`src/hdl/mrf_pkg.sv`:
```
// mrf_pkg: constants, register map and carrier types for the modem packet framer.
// assumes a single 250 MHz clock; all durations are converted to cycles here.
package mrf_pkg;
  localparam real MRF_CLK_NS        = 4.0;
  localparam real MRF_T_DECODE_MS   = 1.5;
  localparam real MRF_T_BUILD_MS    = 1.0;
  localparam real MRF_T_CS_MS       = 0.1;
  localparam real MRF_T_AIR_MS      = 0.45;
  localparam real MRF_T_RXPROC_MS   = 2.4;
  localparam real MRF_T_ACKGEN_MS   = 1.0;
  localparam real MRF_T_ACKPROC_MS  = 1.0;
  localparam real MRF_NS_PER_MS     = 1.0e6;

  function automatic int unsigned ms2cyc(input real ms);
    return $rtoi($ceil(ms * MRF_NS_PER_MS / MRF_CLK_NS));
  endfunction

  localparam int unsigned MRF_DECODE_CYC  = ms2cyc(MRF_T_DECODE_MS);
  localparam int unsigned MRF_BUILD_CYC   = ms2cyc(MRF_T_BUILD_MS);
  localparam int unsigned MRF_CS_CYC      = ms2cyc(MRF_T_CS_MS);
  localparam int unsigned MRF_AIR_CYC     = ms2cyc(MRF_T_AIR_MS);
  localparam int unsigned MRF_RXPROC_CYC  = ms2cyc(MRF_T_RXPROC_MS);
  localparam int unsigned MRF_ACKGEN_CYC  = ms2cyc(MRF_T_ACKGEN_MS);
  localparam int unsigned MRF_ACKPROC_CYC = ms2cyc(MRF_T_ACKPROC_MS);
  // ack wait covers data air time, far-end processing, ack build and ack air time
  localparam int unsigned MRF_ACKWAIT_CYC = ms2cyc(MRF_T_AIR_MS + MRF_T_RXPROC_MS
                                                 + MRF_T_ACKGEN_MS + MRF_T_AIR_MS);
  localparam int          MRF_TW          = 21;

  localparam int          MRF_MSG_N   = 130;
  localparam logic [7:0]  MRF_MSG_MAX = 8'h82;
  localparam logic [7:0]  MRF_UNIT    = 8'h1a;
  localparam logic [7:0]  MRF_BCAST   = 8'hff;
  localparam logic [7:0]  MRF_HDR_TXT = 8'h06;
  localparam logic [7:0]  MRF_HDR_BIN = 8'h09;
  localparam logic [7:0]  MRF_CRLF_N  = 8'h02;
  localparam logic [7:0]  MRF_RESP_N  = 8'h04;

  localparam logic [7:0]  MRF_CH_CR   = 8'h0d;
  localparam logic [7:0]  MRF_CH_LF   = 8'h0a;
  localparam logic [7:0]  MRF_CH_R    = 8'h52;
  localparam logic [7:0]  MRF_CH_X    = 8'h58;
  localparam logic [7:0]  MRF_CH_T    = 8'h54;
  localparam logic [7:0]  MRF_CH_B    = 8'h42;
  localparam logic [7:0]  MRF_CH_N    = 8'h4e;
  localparam logic [7:0]  MRF_CH_P    = 8'h50;
  localparam logic [7:0]  MRF_CH_0    = 8'h30;
  localparam logic [7:0]  MRF_CH_1    = 8'h31;

  localparam logic [7:0]  MRF_REG_MODE   = 8'h00;
  localparam logic [7:0]  MRF_REG_RETRY  = 8'h04;
  localparam logic [7:0]  MRF_REG_RXOPT  = 8'h08;
  localparam logic [7:0]  MRF_REG_LINE   = 8'h0c;
  localparam logic [7:0]  MRF_REG_ADDR   = 8'h10;
  localparam logic [7:0]  MRF_REG_SEND   = 8'h14;
  localparam logic [7:0]  MRF_REG_STATUS = 8'h18;
  localparam logic [7:0]  MRF_REG_TXDATA = 8'h1c;

  localparam int MRF_MODE_HDRLESS = 0;
  localparam int MRF_MODE_RESP    = 1;
  localparam int MRF_MODE_ACCEPT  = 2;
  localparam int MRF_MODE_ADRCHK  = 3;
  localparam int MRF_RXOPT_CRLF   = 4;
  localparam int MRF_SEND_BIN     = 16;
  localparam int MRF_SEND_GO      = 31;

  localparam logic [15:0] MRF_DIV_RST   = 16'h087a;
  localparam logic [3:0]  MRF_RETRY_RST = 4'h3;

  typedef enum logic [8:0] {
    S_IDLE = 9'h001, S_DECODE = 9'h002, S_BUILD = 9'h004, S_CS = 9'h008,
    S_AIR = 9'h010, S_AWAIT = 9'h020, S_ACKPROC = 9'h040, S_DONE = 9'h080,
    S_SPARE = 9'h100
  } mrf_snd_t;

  typedef enum logic [3:0] {
    R_IDLE = 4'h1, R_PROC = 4'h2, R_ACKG = 4'h4, R_OUT = 4'h8
  } mrf_rcv_t;

  typedef struct packed {
    logic [15:0] div;
    logic        stop2;
    logic        par_odd;
    logic        par_en;
    logic        d7;
  } mrf_line_t;

  // one beat of a radio unit; header fields are meaningful on the first beat
  typedef struct packed {
    logic       valid;
    logic       first;
    logic       last;
    logic       dv;
    logic       fin;
    logic       bin;
    logic       hl;
    logic [2:0] uix;
    logic [7:0] src;
    logic [7:0] dst;
    logic [7:0] seq;
    logic [7:0] data;
  } mrf_rf_t;
endpackage

```
`src/hdl/mrf_top.sv`:
```
// mrf_top: modem packet framer - sender sequencing, receiver serial formatting,
// broadcast handling, wishbone classic register slave.
// assumes a radio front end that streams unit beats and reports channel busy.
`timescale 1ns/1ps

module mrf_top #(
  parameter int unsigned DECODE_CYC  = mrf_pkg::MRF_DECODE_CYC,
  parameter int unsigned BUILD_CYC   = mrf_pkg::MRF_BUILD_CYC,
  parameter int unsigned CS_CYC      = mrf_pkg::MRF_CS_CYC,
  parameter int unsigned AIR_CYC     = mrf_pkg::MRF_AIR_CYC,
  parameter int unsigned RXPROC_CYC  = mrf_pkg::MRF_RXPROC_CYC,
  parameter int unsigned ACKGEN_CYC  = mrf_pkg::MRF_ACKGEN_CYC,
  parameter int unsigned ACKPROC_CYC = mrf_pkg::MRF_ACKPROC_CYC,
  parameter int unsigned ACKWAIT_CYC = mrf_pkg::MRF_ACKWAIT_CYC
) (
  input  wire logic        sys_clk,
  input  wire logic        rst_b,
  input  wire logic        wb_cyc_i,
  input  wire logic        wb_stb_i,
  input  wire logic        wb_we_i,
  input  wire logic [7:0]  wb_adr_i,
  input  wire logic [3:0]  wb_sel_i,
  input  wire logic [31:0] wb_dat_i,
  output logic      [31:0] wb_dat_o,
  output logic             wb_ack_o,
  output logic             ser_txd,
  output mrf_pkg::mrf_rf_t rf_tx,
  input  mrf_pkg::mrf_rf_t rf_rx,
  input  wire logic        rf_busy,
  input  wire logic        rf_ack_vld,
  input  wire logic [7:0]  rf_ack_src,
  output logic             rf_ack_req,
  output logic      [7:0]  rf_ack_dst
);
  import mrf_pkg::*;

  typedef struct packed {
    mrf_snd_t                      s;
    mrf_rcv_t                      r;
    logic [MRF_TW-1:0]             st;
    logic [MRF_TW-1:0]             rt;
    logic [3:0]                    mode;
    logic [3:0]                    retry;
    logic [7:0]                    rxopt;
    mrf_line_t                     line;
    logic [7:0]                    own;
    logic [7:0]                    hdst;
    logic [MRF_MSG_N-1:0][7:0]     txb;
    logic [7:0]                    txlen;
    logic [7:0]                    wptr;
    logic [7:0]                    dst;
    logic [7:0]                    seq;
    logic [7:0]                    uoff;
    logic [7:0]                    bidx;
    logic [2:0]                    uix;
    logic                          bin;
    logic                          hl;
    logic [3:0]                    tries;
    logic [MRF_MSG_N-1:0][7:0]     rxb;
    logic [7:0]                    rxlen;
    mrf_rf_t                       rh;
    logic [7:0]                    usrc;
    logic [2:0]                    unext;
    logic                          inu;
    logic                          keep;
    logic                          ackn;
    logic                          ufin;
    logic                          lval;
    logic [7:0]                    lsrc;
    logic [7:0]                    lseq;
    logic                          ob;
    logic                          orx;
    logic                          ohl;
    logic [7:0]                    opos;
    logic [7:0]                    olen;
    logic                          rq;
    logic                          rcode;
    logic                          ack;
    logic [31:0]                   dat;
    mrf_rf_t                       tx;
    logic                          aok;
    logic [7:0]                    adst;
    logic                          err;
    logic                          fail;
    logic                          done;
  } mrf_state_t;

  mrf_state_t q, n;
  logic        u_ready;
  logic [7:0]  ch;

  function automatic logic [7:0] dec_digit(input logic [7:0] v, input logic [1:0] pos);
    logic [7:0] d;
    d = 8'h00;
    case (pos)
      2'h0:    d = v / 8'h64;
      2'h1:    d = (v / 8'h0a) % 8'h0a;
      default: d = v % 8'h0a;
    endcase
    return d + MRF_CH_0;
  endfunction

  always_comb begin
    logic [31:0]       rd;
    logic [31:0]       m;
    logic [MRF_TW-1:0] lim;
    logic [MRF_TW-1:0] rlim;
    logic [7:0]        rem;
    logic [7:0]        ulen;
    logic [7:0]        hlen;
    logic [7:0]        p;
    logic [7:0]        base;
    logic              tdone;
    logic              rdone;
    logic              lastu;
    logic              nxt;
    logic              obin;
    logic              kp;
    logic              acc;
    rd    = '0;
    m     = {{8{wb_sel_i[3]}}, {8{wb_sel_i[2]}}, {8{wb_sel_i[1]}}, {8{wb_sel_i[0]}}};
    lim   = '0;
    rlim  = '0;
    rem   = q.txlen - q.uoff;
    ulen  = (rem > MRF_UNIT) ? MRF_UNIT : rem;
    lastu = (q.uoff + ulen) >= q.txlen;
    nxt   = 1'b0;
    obin  = q.rh.bin || q.rh.hl;
    hlen  = q.ohl ? 8'h00 : (obin ? MRF_HDR_BIN : MRF_HDR_TXT);
    p     = q.opos;
    base  = '0;
    kp    = q.keep;
    acc   = 1'b0;
    ch    = '0;
    n       = q;
    n.ack   = 1'b0;
    n.aok   = 1'b0;
    n.tx    = '0;
    n.st    = q.st + MRF_TW'(1);
    n.rt    = q.rt + MRF_TW'(1);

    // register read view
    case (wb_adr_i)
      MRF_REG_MODE:   rd = {28'h0, q.mode};
      MRF_REG_RETRY:  rd = {28'h0, q.retry};
      MRF_REG_RXOPT:  rd = {24'h0, q.rxopt};
      MRF_REG_LINE:   rd = {12'h0, q.line.stop2, q.line.par_odd, q.line.par_en,
                            q.line.d7, q.line.div};
      MRF_REG_ADDR:   rd = {16'h0, q.hdst, q.own};
      MRF_REG_SEND:   rd = {8'h0, 7'h0, q.bin, q.dst, q.txlen};
      MRF_REG_STATUS: rd = {q.wptr, q.unext, q.r, q.s, 4'h0, q.ob, q.fail, q.err, q.done};
      default:        rd = '0;
    endcase

    // wishbone classic slave: answer one cycle after the strobe
    if (wb_cyc_i && wb_stb_i && !q.ack) begin
      n.ack = 1'b1;
      n.dat = wb_we_i ? 32'h0000_0000 : rd;
      if (wb_we_i) begin
        case (wb_adr_i)
          MRF_REG_MODE:  n.mode = (q.mode & ~m[3:0]) | (wb_dat_i[3:0] & m[3:0]);
          MRF_REG_RETRY: if (wb_sel_i[0]) n.retry = wb_dat_i[3:0];
          MRF_REG_RXOPT: if (wb_sel_i[0]) n.rxopt = wb_dat_i[7:0];
          MRF_REG_LINE: begin
            n.line.div = (q.line.div & ~m[15:0]) | (wb_dat_i[15:0] & m[15:0]);
            if (wb_sel_i[2]) {n.line.stop2, n.line.par_odd, n.line.par_en, n.line.d7}
                               = wb_dat_i[19:16];
          end
          MRF_REG_ADDR: begin
            if (wb_sel_i[0]) n.own = wb_dat_i[7:0];
            if (wb_sel_i[1]) n.hdst = wb_dat_i[15:8];
          end
          MRF_REG_TXDATA: begin
            // bytes beyond the buffer are dropped; the count check below rejects them
            if (wb_sel_i[0] && q.s == S_IDLE && q.wptr < MRF_MSG_MAX) begin
              n.txb[q.wptr] = wb_dat_i[7:0];
              n.wptr        = q.wptr + 8'h01;
            end
          end
          MRF_REG_SEND: begin
            if (wb_sel_i == 4'hf && wb_dat_i[MRF_SEND_GO] && q.s == S_IDLE) begin
              n.s     = S_DECODE;
              n.st    = '0;
              n.hl    = q.mode[MRF_MODE_HDRLESS];
              n.txlen = wb_dat_i[7:0];
              n.dst   = q.mode[MRF_MODE_HDRLESS] ? q.hdst : wb_dat_i[15:8];
              n.bin   = wb_dat_i[MRF_SEND_BIN];
              n.uoff  = '0;
              n.uix   = '0;
              n.tries = '0;
              n.err   = 1'b0;
              n.fail  = 1'b0;
              n.done  = 1'b0;
            end
          end
          default: ;
        endcase
      end
    end

    // sender
    case (q.s)
      S_DECODE:  lim = MRF_TW'(DECODE_CYC - 1);
      S_BUILD:   lim = MRF_TW'(BUILD_CYC - 1);
      S_CS:      lim = MRF_TW'(CS_CYC - 1);
      S_AIR:     lim = MRF_TW'(AIR_CYC - 1);
      S_AWAIT:   lim = MRF_TW'(ACKWAIT_CYC - 1);
      S_ACKPROC: lim = MRF_TW'(ACKPROC_CYC - 1);
      default:   lim = '0;
    endcase
    tdone = (q.st == lim);

    case (q.s)
      S_IDLE: ;
      S_DECODE: begin
        if (tdone) begin
          n.st = '0;
          if (q.hl ? (q.txlen > MRF_UNIT) : (q.txlen > MRF_MSG_MAX)) begin
            n.err  = 1'b1;
            n.wptr = '0;
            n.s    = S_IDLE;
          end else begin
            if (q.mode[MRF_MODE_RESP] && q.mode[MRF_MODE_ACCEPT]) begin
              n.rq    = 1'b1;
              n.rcode = 1'b1;
            end
            n.s = S_BUILD;
          end
        end
      end
      S_BUILD: begin
        if (tdone) begin
          n.st  = '0;
          n.seq = q.seq + 8'h01;
          n.s   = S_CS;
        end
      end
      S_CS: begin
        // any busy sample restarts the quiet interval; a jammed channel stalls here
        if (rf_busy) n.st = '0;
        else if (tdone) begin
          n.st   = '0;
          n.bidx = '0;
          n.s    = S_AIR;
        end
      end
      S_AIR: begin
        if (q.bidx < ulen || (ulen == 8'h00 && q.bidx == 8'h00)) begin
          n.tx.valid = 1'b1;
          n.tx.first = (q.bidx == 8'h00);
          n.tx.last  = (ulen == 8'h00) || (q.bidx == ulen - 8'h01);
          n.tx.dv    = (ulen != 8'h00);
          n.tx.fin   = lastu;
          n.tx.bin   = q.bin;
          n.tx.hl    = q.hl;
          n.tx.uix   = q.uix;
          n.tx.src   = q.own;
          n.tx.dst   = q.dst;
          n.tx.seq   = q.seq;
          n.tx.data  = q.txb[q.uoff + q.bidx];
          n.bidx     = q.bidx + 8'h01;
        end
        if (tdone) begin
          n.st = '0;
          if (q.dst == MRF_BCAST) begin
            if (q.tries == q.retry) nxt = 1'b1;
            else begin
              n.tries = q.tries + 4'h1;
              n.s     = S_CS;
            end
          end else begin
            n.s = S_AWAIT;
          end
        end
      end
      S_AWAIT: begin
        if (rf_ack_vld && rf_ack_src == q.dst) begin
          n.st = '0;
          n.s  = S_ACKPROC;
        end else if (tdone) begin
          n.st = '0;
          if (q.tries == q.retry) begin
            n.fail = 1'b1;
            n.wptr = '0;
            n.s    = S_IDLE;
          end else begin
            n.tries = q.tries + 4'h1;
            n.s     = S_CS;
          end
        end
      end
      S_ACKPROC: if (tdone) nxt = 1'b1;
      S_DONE: begin
        // completion waits until the accept response has left the port: both share rcode
        if (!q.rq && !(q.ob && !q.orx)) begin
          if (q.mode[MRF_MODE_RESP]) begin
            n.rq    = 1'b1;
            n.rcode = 1'b0;
          end
          n.done = 1'b1;
          n.wptr = '0;
          n.s    = S_IDLE;
        end
      end
      default: n.s = S_IDLE;
    endcase

    if (nxt) begin
      n.tries = '0;
      n.st    = '0;
      if (lastu) n.s = S_DONE;
      else begin
        n.uoff = q.uoff + ulen;
        n.uix  = q.uix + 3'h1;
        n.s    = S_CS;
      end
    end

    // receiver
    case (q.r)
      R_PROC:  rlim = MRF_TW'(RXPROC_CYC - 1);
      R_ACKG:  rlim = MRF_TW'(ACKGEN_CYC - 1);
      default: rlim = '0;
    endcase
    rdone = (q.rt == rlim);

    case (q.r)
      R_IDLE: begin
        // beats are dropped while processing or while this buffer is being printed
        if (rf_rx.valid && (rf_rx.first || q.inu) && !(q.ob && q.orx)) begin
          base = q.rxlen;
          if (rf_rx.first) begin
            acc    = !q.mode[MRF_MODE_ADRCHK] || rf_rx.dst == q.own
                     || rf_rx.dst == MRF_BCAST;
            kp     = acc && rf_rx.uix == q.unext
                     && !(q.lval && rf_rx.src == q.lsrc && rf_rx.seq == q.lseq);
            n.keep = kp;
            n.ackn = acc && q.mode[MRF_MODE_ADRCHK] && rf_rx.dst != MRF_BCAST;
            n.usrc = rf_rx.src;
            n.ufin = rf_rx.fin;
            n.inu  = 1'b1;
            if (kp && q.unext == 3'h0) begin
              n.rh = rf_rx;
              base = '0;
            end
          end
          n.rxlen = base;
          if (kp && rf_rx.dv && base < MRF_MSG_MAX) begin
            n.rxb[base] = rf_rx.data;
            n.rxlen     = base + 8'h01;
          end
          if (rf_rx.last) begin
            n.inu = 1'b0;
            if (kp || n.ackn) begin
              n.rt = '0;
              n.r  = R_PROC;
            end
          end
        end
      end
      R_PROC, R_ACKG: begin
        if (rdone) begin
          n.rt = '0;
          if (q.r == R_PROC && q.ackn) n.r = R_ACKG;
          else begin
            if (q.r == R_ACKG) begin
              n.aok  = 1'b1;
              n.adst = q.usrc;
            end
            n.r = R_IDLE;
            if (q.keep && q.ufin) begin
              n.r    = R_OUT;
              n.lval = 1'b1;
              n.lsrc = q.rh.src;
              n.lseq = q.rh.seq;
            end else if (q.keep) n.unext = q.unext + 3'h1;
          end
        end
      end
      R_OUT: begin
        if (!q.ob && !q.rq) begin
          n.ob    = 1'b1;
          n.orx   = 1'b1;
          n.opos  = '0;
          n.ohl   = q.mode[MRF_MODE_HDRLESS];
          n.olen  = (q.mode[MRF_MODE_HDRLESS] ? 8'h00 : (obin ? MRF_HDR_BIN : MRF_HDR_TXT))
                  + q.rxlen
                  + ((!q.mode[MRF_MODE_HDRLESS] || q.rxopt[MRF_RXOPT_CRLF])
                     ? MRF_CRLF_N : 8'h00);
          n.unext = '0;
          n.r     = R_IDLE;
        end
      end
      default: n.r = R_IDLE;
    endcase

    // serial output feeder: a pending response takes the free port only while the receiver is not in R_OUT
    if (!q.ob && q.rq && q.r != R_OUT) begin
      n.ob   = 1'b1;
      n.orx  = 1'b0;
      n.opos = '0;
      n.olen = MRF_RESP_N;
      n.rq   = 1'b0;
    end
    if (!q.orx) begin
      case (p[1:0])
        2'h0:    ch = MRF_CH_P;
        2'h1:    ch = q.rcode ? MRF_CH_1 : MRF_CH_0;
        2'h2:    ch = MRF_CH_CR;
        default: ch = MRF_CH_LF;
      endcase
    end else if (p < hlen) begin
      case (p)
        8'h00:   ch = MRF_CH_R;
        8'h01:   ch = obin ? MRF_CH_B : MRF_CH_X;
        8'h02:   ch = obin ? MRF_CH_N : MRF_CH_T;
        8'h03, 8'h04, 8'h05: ch = dec_digit(q.rh.src, 2'(p - 8'h03));
        default: ch = dec_digit(q.rxlen, 2'(p - 8'h06));
      endcase
    end else if (p - hlen < q.rxlen) begin
      ch = q.rxb[p - hlen];
    end else begin
      ch = (p - hlen == q.rxlen) ? MRF_CH_CR : MRF_CH_LF;
    end
    if (q.ob && u_ready) begin
      n.opos = q.opos + 8'h01;
      if (q.opos == q.olen - 8'h01) n.ob = 1'b0;
    end
  end

  always_ff @(posedge sys_clk or negedge rst_b) begin
    if (!rst_b) begin
      q          <= '0;
      q.s        <= S_IDLE;
      q.r        <= R_IDLE;
      q.line.div <= MRF_DIV_RST;
      q.retry    <= MRF_RETRY_RST;
    end else begin
      q <= n;
    end
  end

  mrf_uart_tx u_tx (
    .sys_clk  (sys_clk),
    .rst_b    (rst_b),
    .line     (q.line),
    .in_valid (q.ob),
    .in_data  (ch),
    .in_ready (u_ready),
    .txd      (ser_txd)
  );

  assign wb_ack_o   = q.ack;
  assign wb_dat_o   = q.dat;
  assign rf_tx      = q.tx;
  assign rf_ack_req = q.aok;
  assign rf_ack_dst = q.adst;
endmodule

```
`src/hdl/mrf_uart_tx.sv`:
```
// mrf_uart_tx: asynchronous serial character transmitter, lsb first.
// assumes the line settings are held stable while a character is in flight.
`timescale 1ns/1ps
module mrf_uart_tx
  import mrf_pkg::*;
(
  input  wire logic      sys_clk,
  input  wire logic      rst_b,
  input  mrf_pkg::mrf_line_t line,
  input  wire logic      in_valid,
  input  wire logic [7:0] in_data,
  output logic           in_ready,
  output logic           txd
);
  typedef struct packed {
    logic        busy;
    logic [11:0] sh;
    logic [3:0]  left;
    logic [15:0] div;
    logic        txd;
  } mrf_utx_t;

  mrf_utx_t q, n;
  logic [3:0] nd;

  always_comb begin
    n  = q;
    nd = line.d7 ? 4'h7 : 4'h8;
    if (!q.busy && in_valid) begin
      n.busy = 1'b1;
      n.sh   = '1;
      n.sh[0] = 1'b0;
      for (int i = 0; i < 8; i++) begin
        if (4'(i) < nd) n.sh[i + 1] = in_data[i];
      end
      if (line.par_en) begin
        n.sh[nd + 4'h1] = line.par_odd ^ (^(in_data & (line.d7 ? 8'h7f : 8'hff)));
      end
      n.left = 4'h1 + nd + {3'h0, line.par_en} + (line.stop2 ? 4'h2 : 4'h1);
      n.div  = '0;
      n.txd  = 1'b0;
    end else if (q.busy) begin
      // bit-rate enable: one pulse every div cycles
      n.div = q.div + 16'h0001;
      if (q.div == line.div - 16'h0001) begin
        n.div  = '0;
        n.sh   = {1'b1, q.sh[11:1]};
        n.left = q.left - 4'h1;
        n.txd  = q.sh[1];
        if (q.left == 4'h1) begin
          n.busy = 1'b0;
          n.txd  = 1'b1;
        end
      end
    end
  end

  always_ff @(posedge sys_clk or negedge rst_b) begin
    if (!rst_b) begin
      q     <= '0;
      q.txd <= 1'b1;
      q.sh  <= '1;
    end else begin
      q <= n;
    end
  end

  assign in_ready = !q.busy;
  assign txd      = q.txd;
endmodule
```
`config.mk`:
```
export PLATFORM = sky130hd
export DESIGN_NAME = mrf_top
export DESIGN_NICKNAME = d
export VERILOG_FILES = /design/src/hdl/mrf_pkg.sv /design/src/hdl/mrf_top.sv /design/src/hdl/mrf_uart_tx.sv
export SDC_FILE = /design/constraint.sdc
export NUM_CORES = 2
export LEC_CHECK = 0
export ABC_CLOCK_PERIOD_IN_PS = 8530
export BUFFER_PORTS_ARGS = -buffer_cell sky130_fd_sc_hd__buf_4
export CORE_MARGIN = 1.5
export CORE_UTILIZATION = 63
export DETAILED_ROUTE_END_ITERATION = 8
export PLACE_DENSITY = 0.8
export RECOVER_POWER = 50
export SETUP_SLACK_MARGIN = 0.1
export SYNTH_ARGS = -nofsm -noshare
export SYNTH_HDL_FRONTEND = slang
export SYNTH_SLANG_ARGS = --single-unit
```
`constraint.sdc`:
```
create_clock -name sys_clk -period 8.53 [get_ports sys_clk]
set_input_delay 0.4265 -clock sys_clk [delete_from_list [all_inputs] [get_ports sys_clk]]
set_output_delay 0.4265 -clock sys_clk [all_outputs]
set_load 0.02 [all_outputs]
```
After elaboration in Yosys (flattened, before gate mapping). Cells that the tools add are included.

Add/sub/neg operators: 28. Divide/modulo/power cells: 8. Order comparisons: 25. Equality and inequality tests: 69. Mux-type cells: 199. Bitwise gates (word level): 11. Reduce and logical (&&, ||, !) cells: 103.

Operators by type and width (count): 1040-bit bitwise mux (2); 8-bit 2-to-1 mux (43); 21-bit 2-to-1 mux (12); 32-bit one-hot mux with 7 select lines (1); 9-bit 2-to-1 mux (23); 8-bit binary-select mux with 8-bit select (2); 8-bit demux with 8-bit select (2); 21-bit one-hot mux with 5 select lines (1); 34-bit 2-to-1 mux (3); 42-bit 2-to-1 mux (2); 4-bit 2-to-1 mux (20); 21-bit one-hot mux with 3 select lines (1); 9-bit one-hot mux with 7 select lines (1); 8-bit equality test (7); 8-bit one-hot mux with 2 select lines (3); 4-bit AND reduction (11); 21-bit by 1-bit adder with 21-bit output (second input constant) (2); 21-bit equality test (2); 21-bit one-hot mux with 2 select lines (1); 8-bit by 1-bit adder with 8-bit output (second input constant) (5); 1-bit 2-to-1 mux (40); 20-bit one-hot mux with 2 select lines (1); 3-bit 2-to-1 mux (13); 19-bit 2-to-1 mux (2); 99 further kinds (243).

Register bits after elaboration: 2444. Word-level logic and storage cells: 772.

Depth between registers and ports, before layout.
Depth after elaboration: 16. Depth in mapped cells: 32. Gate-level depth less buffers: 30.

Cells and area by module. Synthesis repeated with hierarchy kept, for this count alone.

Cell total of the unflattened synthesis: 8352. Area total of the unflattened synthesis: 118209.6 um^2.

By module, submodules not included: mrf_top (times used 1, cells an instance 8054, area an instance 115707.2 um^2); mrf_uart_tx (times used 1, cells an instance 298, area an instance 2502.4 um^2).

Worst setup path after synthesis. No wires, ideal clock.

Kind: reg2reg. Start: reg q[97] (netlist bit). End: reg u_tx.q[30] (netlist bit). Setup time: 81 ps. Arrival: 6368 ps. Required time: 8449 ps. Path slack: 2081 ps. Cell stages (with the launch flop): 31. Cells stage by stage: dfrtp_1 > ha_1 > clkbuf_1 > buf_2 > buf_1 > buf_1 > nor2_1 > ha_1 > nand4_1 > a41oi_1 > o211a_1 > o21ai_0 > a22oi_1 > ha_1 > and2_1 > and2_4 > a21oi_2 > o31ai_4 > nor2_1 > o41a_1 > ha_1 > or3_1 > a21oi_1 > a31oi_1 > xor2_1 > xnor2_1 > xnor2_1 > xnor2_1 > or3_1 > o2111ai_1 > nor2_1.

Longest elaborated chain between the ends: 16.

RTL lines: start: declaration (RTL line mrf_top.sv:88) `mrf_state_t q, n;`; start signal: assignment (RTL line mrf_top.sv:439) `q <= n;`; 2-bit subtractor, on equally long branches (RTL line mrf_top.sv:418, mrf_top.sv:417); 2-bit by 1-bit equality test with 1-bit output / 2-bit logical NOT (equally long branches) (RTL line mrf_top.sv:95) `case (pos)`; 8-bit one-hot mux with 2 select lines (RTL line mrf_top.sv:95); 8-bit 2-to-1 mux (RTL line mrf_top.sv:413) `case (p)`; 8-bit 2-to-1 mux (RTL line mrf_top.sv:412) `end else if (p < hlen) begin`; 8-bit 2-to-1 mux (RTL line mrf_top.sv:405) `if (!q.orx) begin`; 8-bit by 6-bit adder with 8-bit output (RTL line mrf_top.sv:100) `return d + MRF_CH_0;`; 8-bit one-hot mux with 4 select lines (RTL line mrf_top.sv:413); 8-bit 2-to-1 mux (RTL line mrf_top.sv:412); 8-bit 2-to-1 mux (*) (RTL line mrf_top.sv:405); 8-bit bitwise AND (*) (RTL line mrf_uart_tx.sv:37) `n.sh[nd + 4'h1] = line.par_odd ^ (^(in_data & (line.d7 ? 8'h7f : 8'hff)));`; 8-bit XOR reduction (*) (RTL line mrf_uart_tx.sv:37); 1-bit bitwise XOR (*) (RTL line mrf_uart_tx.sv:37); 12-bit bitwise mux (*) (RTL line mrf_uart_tx.sv:37); 12-bit 2-to-1 mux (*) (RTL line mrf_uart_tx.sv:36) `if (line.par_en) begin`; 34-bit 2-to-1 mux (*) (RTL line mrf_uart_tx.sv:29) `if (!q.busy && in_valid) begin`; end signal: assignment (RTL line mrf_uart_tx.sv:64) `q <= n;`; end: declaration (RTL line mrf_uart_tx.sv:23) `mrf_utx_t q, n;`.

Every way passes the cells marked *; elsewhere a longest branch is shown, timed or not. The select of a mux whose other input is x is not followed. A chain may end at the register's enable or synchronous reset.

Worst setup path after layout.
Start: reg q[186] (netlist bit). End: reg u_tx.q[29] (netlist bit).

Longest elaborated chain between the ends: 16.

RTL lines: 8-bit by 4-bit divider with 8-bit output (RTL line mrf_top.sv:97) `2'h1: d = (v / 8'h0a) % 8'h0a;`; 8-bit by 4-bit modulo with 8-bit output (RTL line mrf_top.sv:97); 8-bit one-hot mux with 2 select lines (RTL line mrf_top.sv:95); 8-bit 2-to-1 mux (RTL line mrf_top.sv:413); 8-bit 2-to-1 mux (RTL line mrf_top.sv:412); 8-bit 2-to-1 mux (RTL line mrf_top.sv:405); 8-bit by 6-bit adder with 8-bit output (RTL line mrf_top.sv:100); 8-bit one-hot mux with 4 select lines (RTL line mrf_top.sv:413); 8-bit 2-to-1 mux (*) (RTL line mrf_top.sv:412); 8-bit 2-to-1 mux (*) (RTL line mrf_top.sv:405); 8-bit bitwise AND (RTL line mrf_uart_tx.sv:37); 8-bit XOR reduction (RTL line mrf_uart_tx.sv:37); 1-bit bitwise XOR (RTL line mrf_uart_tx.sv:37); 12-bit bitwise mux (RTL line mrf_uart_tx.sv:37); 12-bit 2-to-1 mux (*) (RTL line mrf_uart_tx.sv:36); 34-bit 2-to-1 mux (*) (RTL line mrf_uart_tx.sv:29).

Marked as above.

==> impl_results.md <==
* Multi-input gate area in the final layout at 53500 um2
* Number of hold buffers added after CTS at 39
* Layout Skew at around 0.031 ns
* Share of the synthesized netlist area taken by xor and xnor gates at 1.35%
* Input/output buffers at roughly 170
* Max incr delay on CP at around 0.57 ns
* Final Setup Violations at 0
* Remaining antenna violation count at 0
* Worst-Margin Slew at ~6.0 ns
* Aggregate routed wire length at just under 300 mm
* Via count of the first global-routing pass at about 76000
* FF-to-FF Start: q[186]
* Total power per unit cell area at around 220 nW/um2
* TritonCTS buffer count at 236
* Row cnt at 158
* DIE AREA at 189000 um2
* Mux cell area share after synthesis at between 30% and 40%
* Clock H-tree levels at 4
* Combined global-route utilization of all metal layers at roughly 31%
* Worst-case clock buffer depth at 3
* Critical path launch point type: flop
* Clock network fraction of total power at approximately 38%
* Required time at the worst-slack endpoint at 9.33 ns
* Synth Register Bits at between 2000 and 2500
* Clock root cell: clkbuf_16
* Number of synthesis warnings at 0
* Synthesis-to-layout area growth at 9.15%
* Share of post-route cells with drive strength above 1 at approximately two fifths
* Summed negative setup slack over all endpoints at 0 ns
* Tmin final at ~7.0 ns
* Sum of overflow across all layers after global routing at 0
* Residual DRC at 0
* Max VDD drop at between 0.3 and 0.4 mV
* Ys async rst share at 100%
* Compound-Gate Fraction of Synth Area at under 10%
* Dominant combinational cell family by area after synthesis: multiplexers
* Sequential cell area at between 60000 and 70000 um2
* Main flop type after synthesis: dfrtp_1
* Clk sink count at 2443
* Total I/O pin count at approximately 190
* CTS tree: built
* Finished Layout Cells at 11000
* Post-layout power at roughly 28 mW
* Total number of nets in the final design at 8517
* R2R Path End: u_tx.q[29]
* Switching Share at between 20% and 30%
* Starting DRC count in detailed routing at between 7000 and 8000
* Wire length of the first global-routing pass at ~460 mm
* Violations in the final reports: capacitance limit, slew limit
* Cell Count Post-Placement at 10500
* Unrepaired setup endpoints after global routing: no
* Number of enable flip-flop cells after synthesis at 0
* Final core utilization at slightly below 70%
* Worst max-slew margin expressed relative to the limit at -303%
* Most prevalent standard cell on the critical path: xnor2_1
* CP max FO at 26
* Run status: finished, violations left
* Cell Int Power at just under 20 mW
* Largest net degree at the start of global routing at 192
* Final Max Tran Viols at around 1700
* Worst setup startpoint: q[186]
* Maximum operating frequency at around 0.14 GHz
* Post-Synth Adder-Cell Area at 1.14%
* CTS-repair resized insts at 0
* Core footprint at around 190000 um2
* Mean Syn Cell Area at approximately 14 um2
* Number of antenna violations at the first check in global routing at 6
* Standard cell with the maximum stage delay on the critical path: mux2i_1
* LEAKAGE at roughly 61 nW
* Via density per instance at between 6 and 7
* Commonest non-fill, non-tap cell in the layout: dfrtp_1
* Number of cells produced by synthesis at around 8400
* Critical path capture point: u_tx.q[29]
* Hold violation count in the final report at 0
* Final worst-path cycle share at approximately four fifths
* Fill count at between 10000 and 15000
* Maxcap violations at 21
* Routed vias at 72700
* Routed length per placed instance at 26.4 um
* Basic-gate share of the synthesized area counting and, or, nand and nor cells at ~5.5%
* HP Class: input port to async pin
* Clock latency on the worst-skew pair at 0.90 ns
* X dimension of the die at 435 um
* Effective utilization at floorplan at a little under two thirds
* Sort of element at the end of the critical path: flop
* Switching power at about 8.1 mW
* Gate power share at a little under 20%
* Clock transition at path regs at approximately 0.07 ns
* Post-Syn Area at roughly 120000 um2
* Arrival time of data at the critical path endpoint at 7.78 ns
* DRT Pass-1 Iters at 6
* Sequential share of the synthesized area at approximately 52%
* Die Ht at 435 um
* Sequential share of power at a little over two fifths
* Number of distinct library cell variants in the gate-level netlist after synthesis at about 110
* Most frequent cells in the layout: 2421 x dfrtp_1, 2176 x mux2_2, 640 x mux4_2
* Number of setup buffers added after CTS at 0
* Worst Reg2Reg Path Length in Cells at 28
* Crit Path Class: flop to flop
* Gp weighted congestion at 0.914
* Register-to-register path setup slack at 1.55 ns
* Final HPWL from detailed placement at between 150 and 200 mm
==> Yosys cell counts, types with 88 or more instances <==
cell type,instances,share of area [%]
ha_1,96,1.0
clkbuf_1,438,1.4
inv_1,102,0.33
buf_4,88,0.56
dfrtp_1,2421,52
xor2_1,93,0.69
nand2_1,375,1.2
mux2_2,2176,21
nor2_1,481,1.5
nand3_1,129,0.55
a21oi_1,115,0.49
mux4_2,640,12
o21ai_0,169,0.72
==> registers in the layout (all words and copies together) (netlist names), named ones only <==
register,cells
rf_ack_req,1
wb_ack_o,1
rf_ack_dst,8
wb_dat_o,32
rf_tx,42
u_tx.q,32
q,2306
u_tx.txd,1
==> cell families (layout without fill, tap and decap cells) <==
group | count (synthesis) | after routing
AO/OA/AOI/OAI | 629 | 629
XOR/XNOR | 180 | 180
adder cells (fa/ha/maj) | 103 | 103
buffers and inverters | 731 | 871
flip-flops | 2443 | 2443
multiplexers | 2889 | 2889
other | 2 | 10
AND/OR/NAND/NOR | 1393 | 1393
==> worst min path at each step <==
stage / from / endpoint
after floorplan: rst_b / async pin
after global placement: rst_b / rf_ack_dst[4]
after detailed placement: rst_b / rf_ack_dst[4]
after CTS: rf_rx[5] / q[499]
after global routing: rf_rx[5] / q[499]
final: rst_b / rf_ack_dst[4]
==> final cells by class <==
type	count	area share, %
clock inverter	74	0.659
tap	2480	2.42
multi-input combinational	5200	41.7
clock buffer	365	5.47
sequential	2443	47.6
antenna	4	0.00780
inverter	108	0.316
timing repair buffer	324	1.82
==> power by group through the flow <==
| stage | registers, mW | logic [mW] | clock network [mW] |
|---|---|---|---|
| floorplan | 12.0 | 3.76 | 0 |
| global placement | 12.1 | 5.27 | 0 |
| detailed placement | 12.1 | 5.35 | 0 |
| CTS | 11.9 | 5.39 | 10.7 |
| global route | 12.0 | 5.76 | 11.1 |
| finish | 11.9 | 5.38 | 10.5 |
==> metal layers <==
layer  track usage (%)  part of all wire, %  wire, um
met5                 0                    0         0
met4              9.85                  3.2      9270
met3              6.14                  7.0     20400
met2              48.0                   47    138000
met1              44.5                   42    123000
==> critical path, delay by kind of cell (launching register included) <==
| family | cells | cell delay, ns |
|---|---|---|
| AOI/OAI and AO/OA | 10 | 1.87 |
| xor gates and xnor gates | 6 | 1.23 |
| adders and majority gates | 3 | 0.84 |
| buffers and inverters | 4 | 0.74 |
| DFF | 1 | 0.35 |
| muxes | 1 | 0.57 |
| and+or+nand+nor | 4 | 1.25 |
==> metrics by stage <==
step	hold slack [ns]	setup slack, ns	instance area [um2]
CTS	0.0414	1.66	129000
detailed placement	0.357	1.70	121000
floorplan	0.131	2.08	118000
global placement	0.353	1.73	121000
global route	0.0942	0.649	128000
finish	0.0897	1.55	128000
No activity file was read; power rests on OpenSTA's default activity.
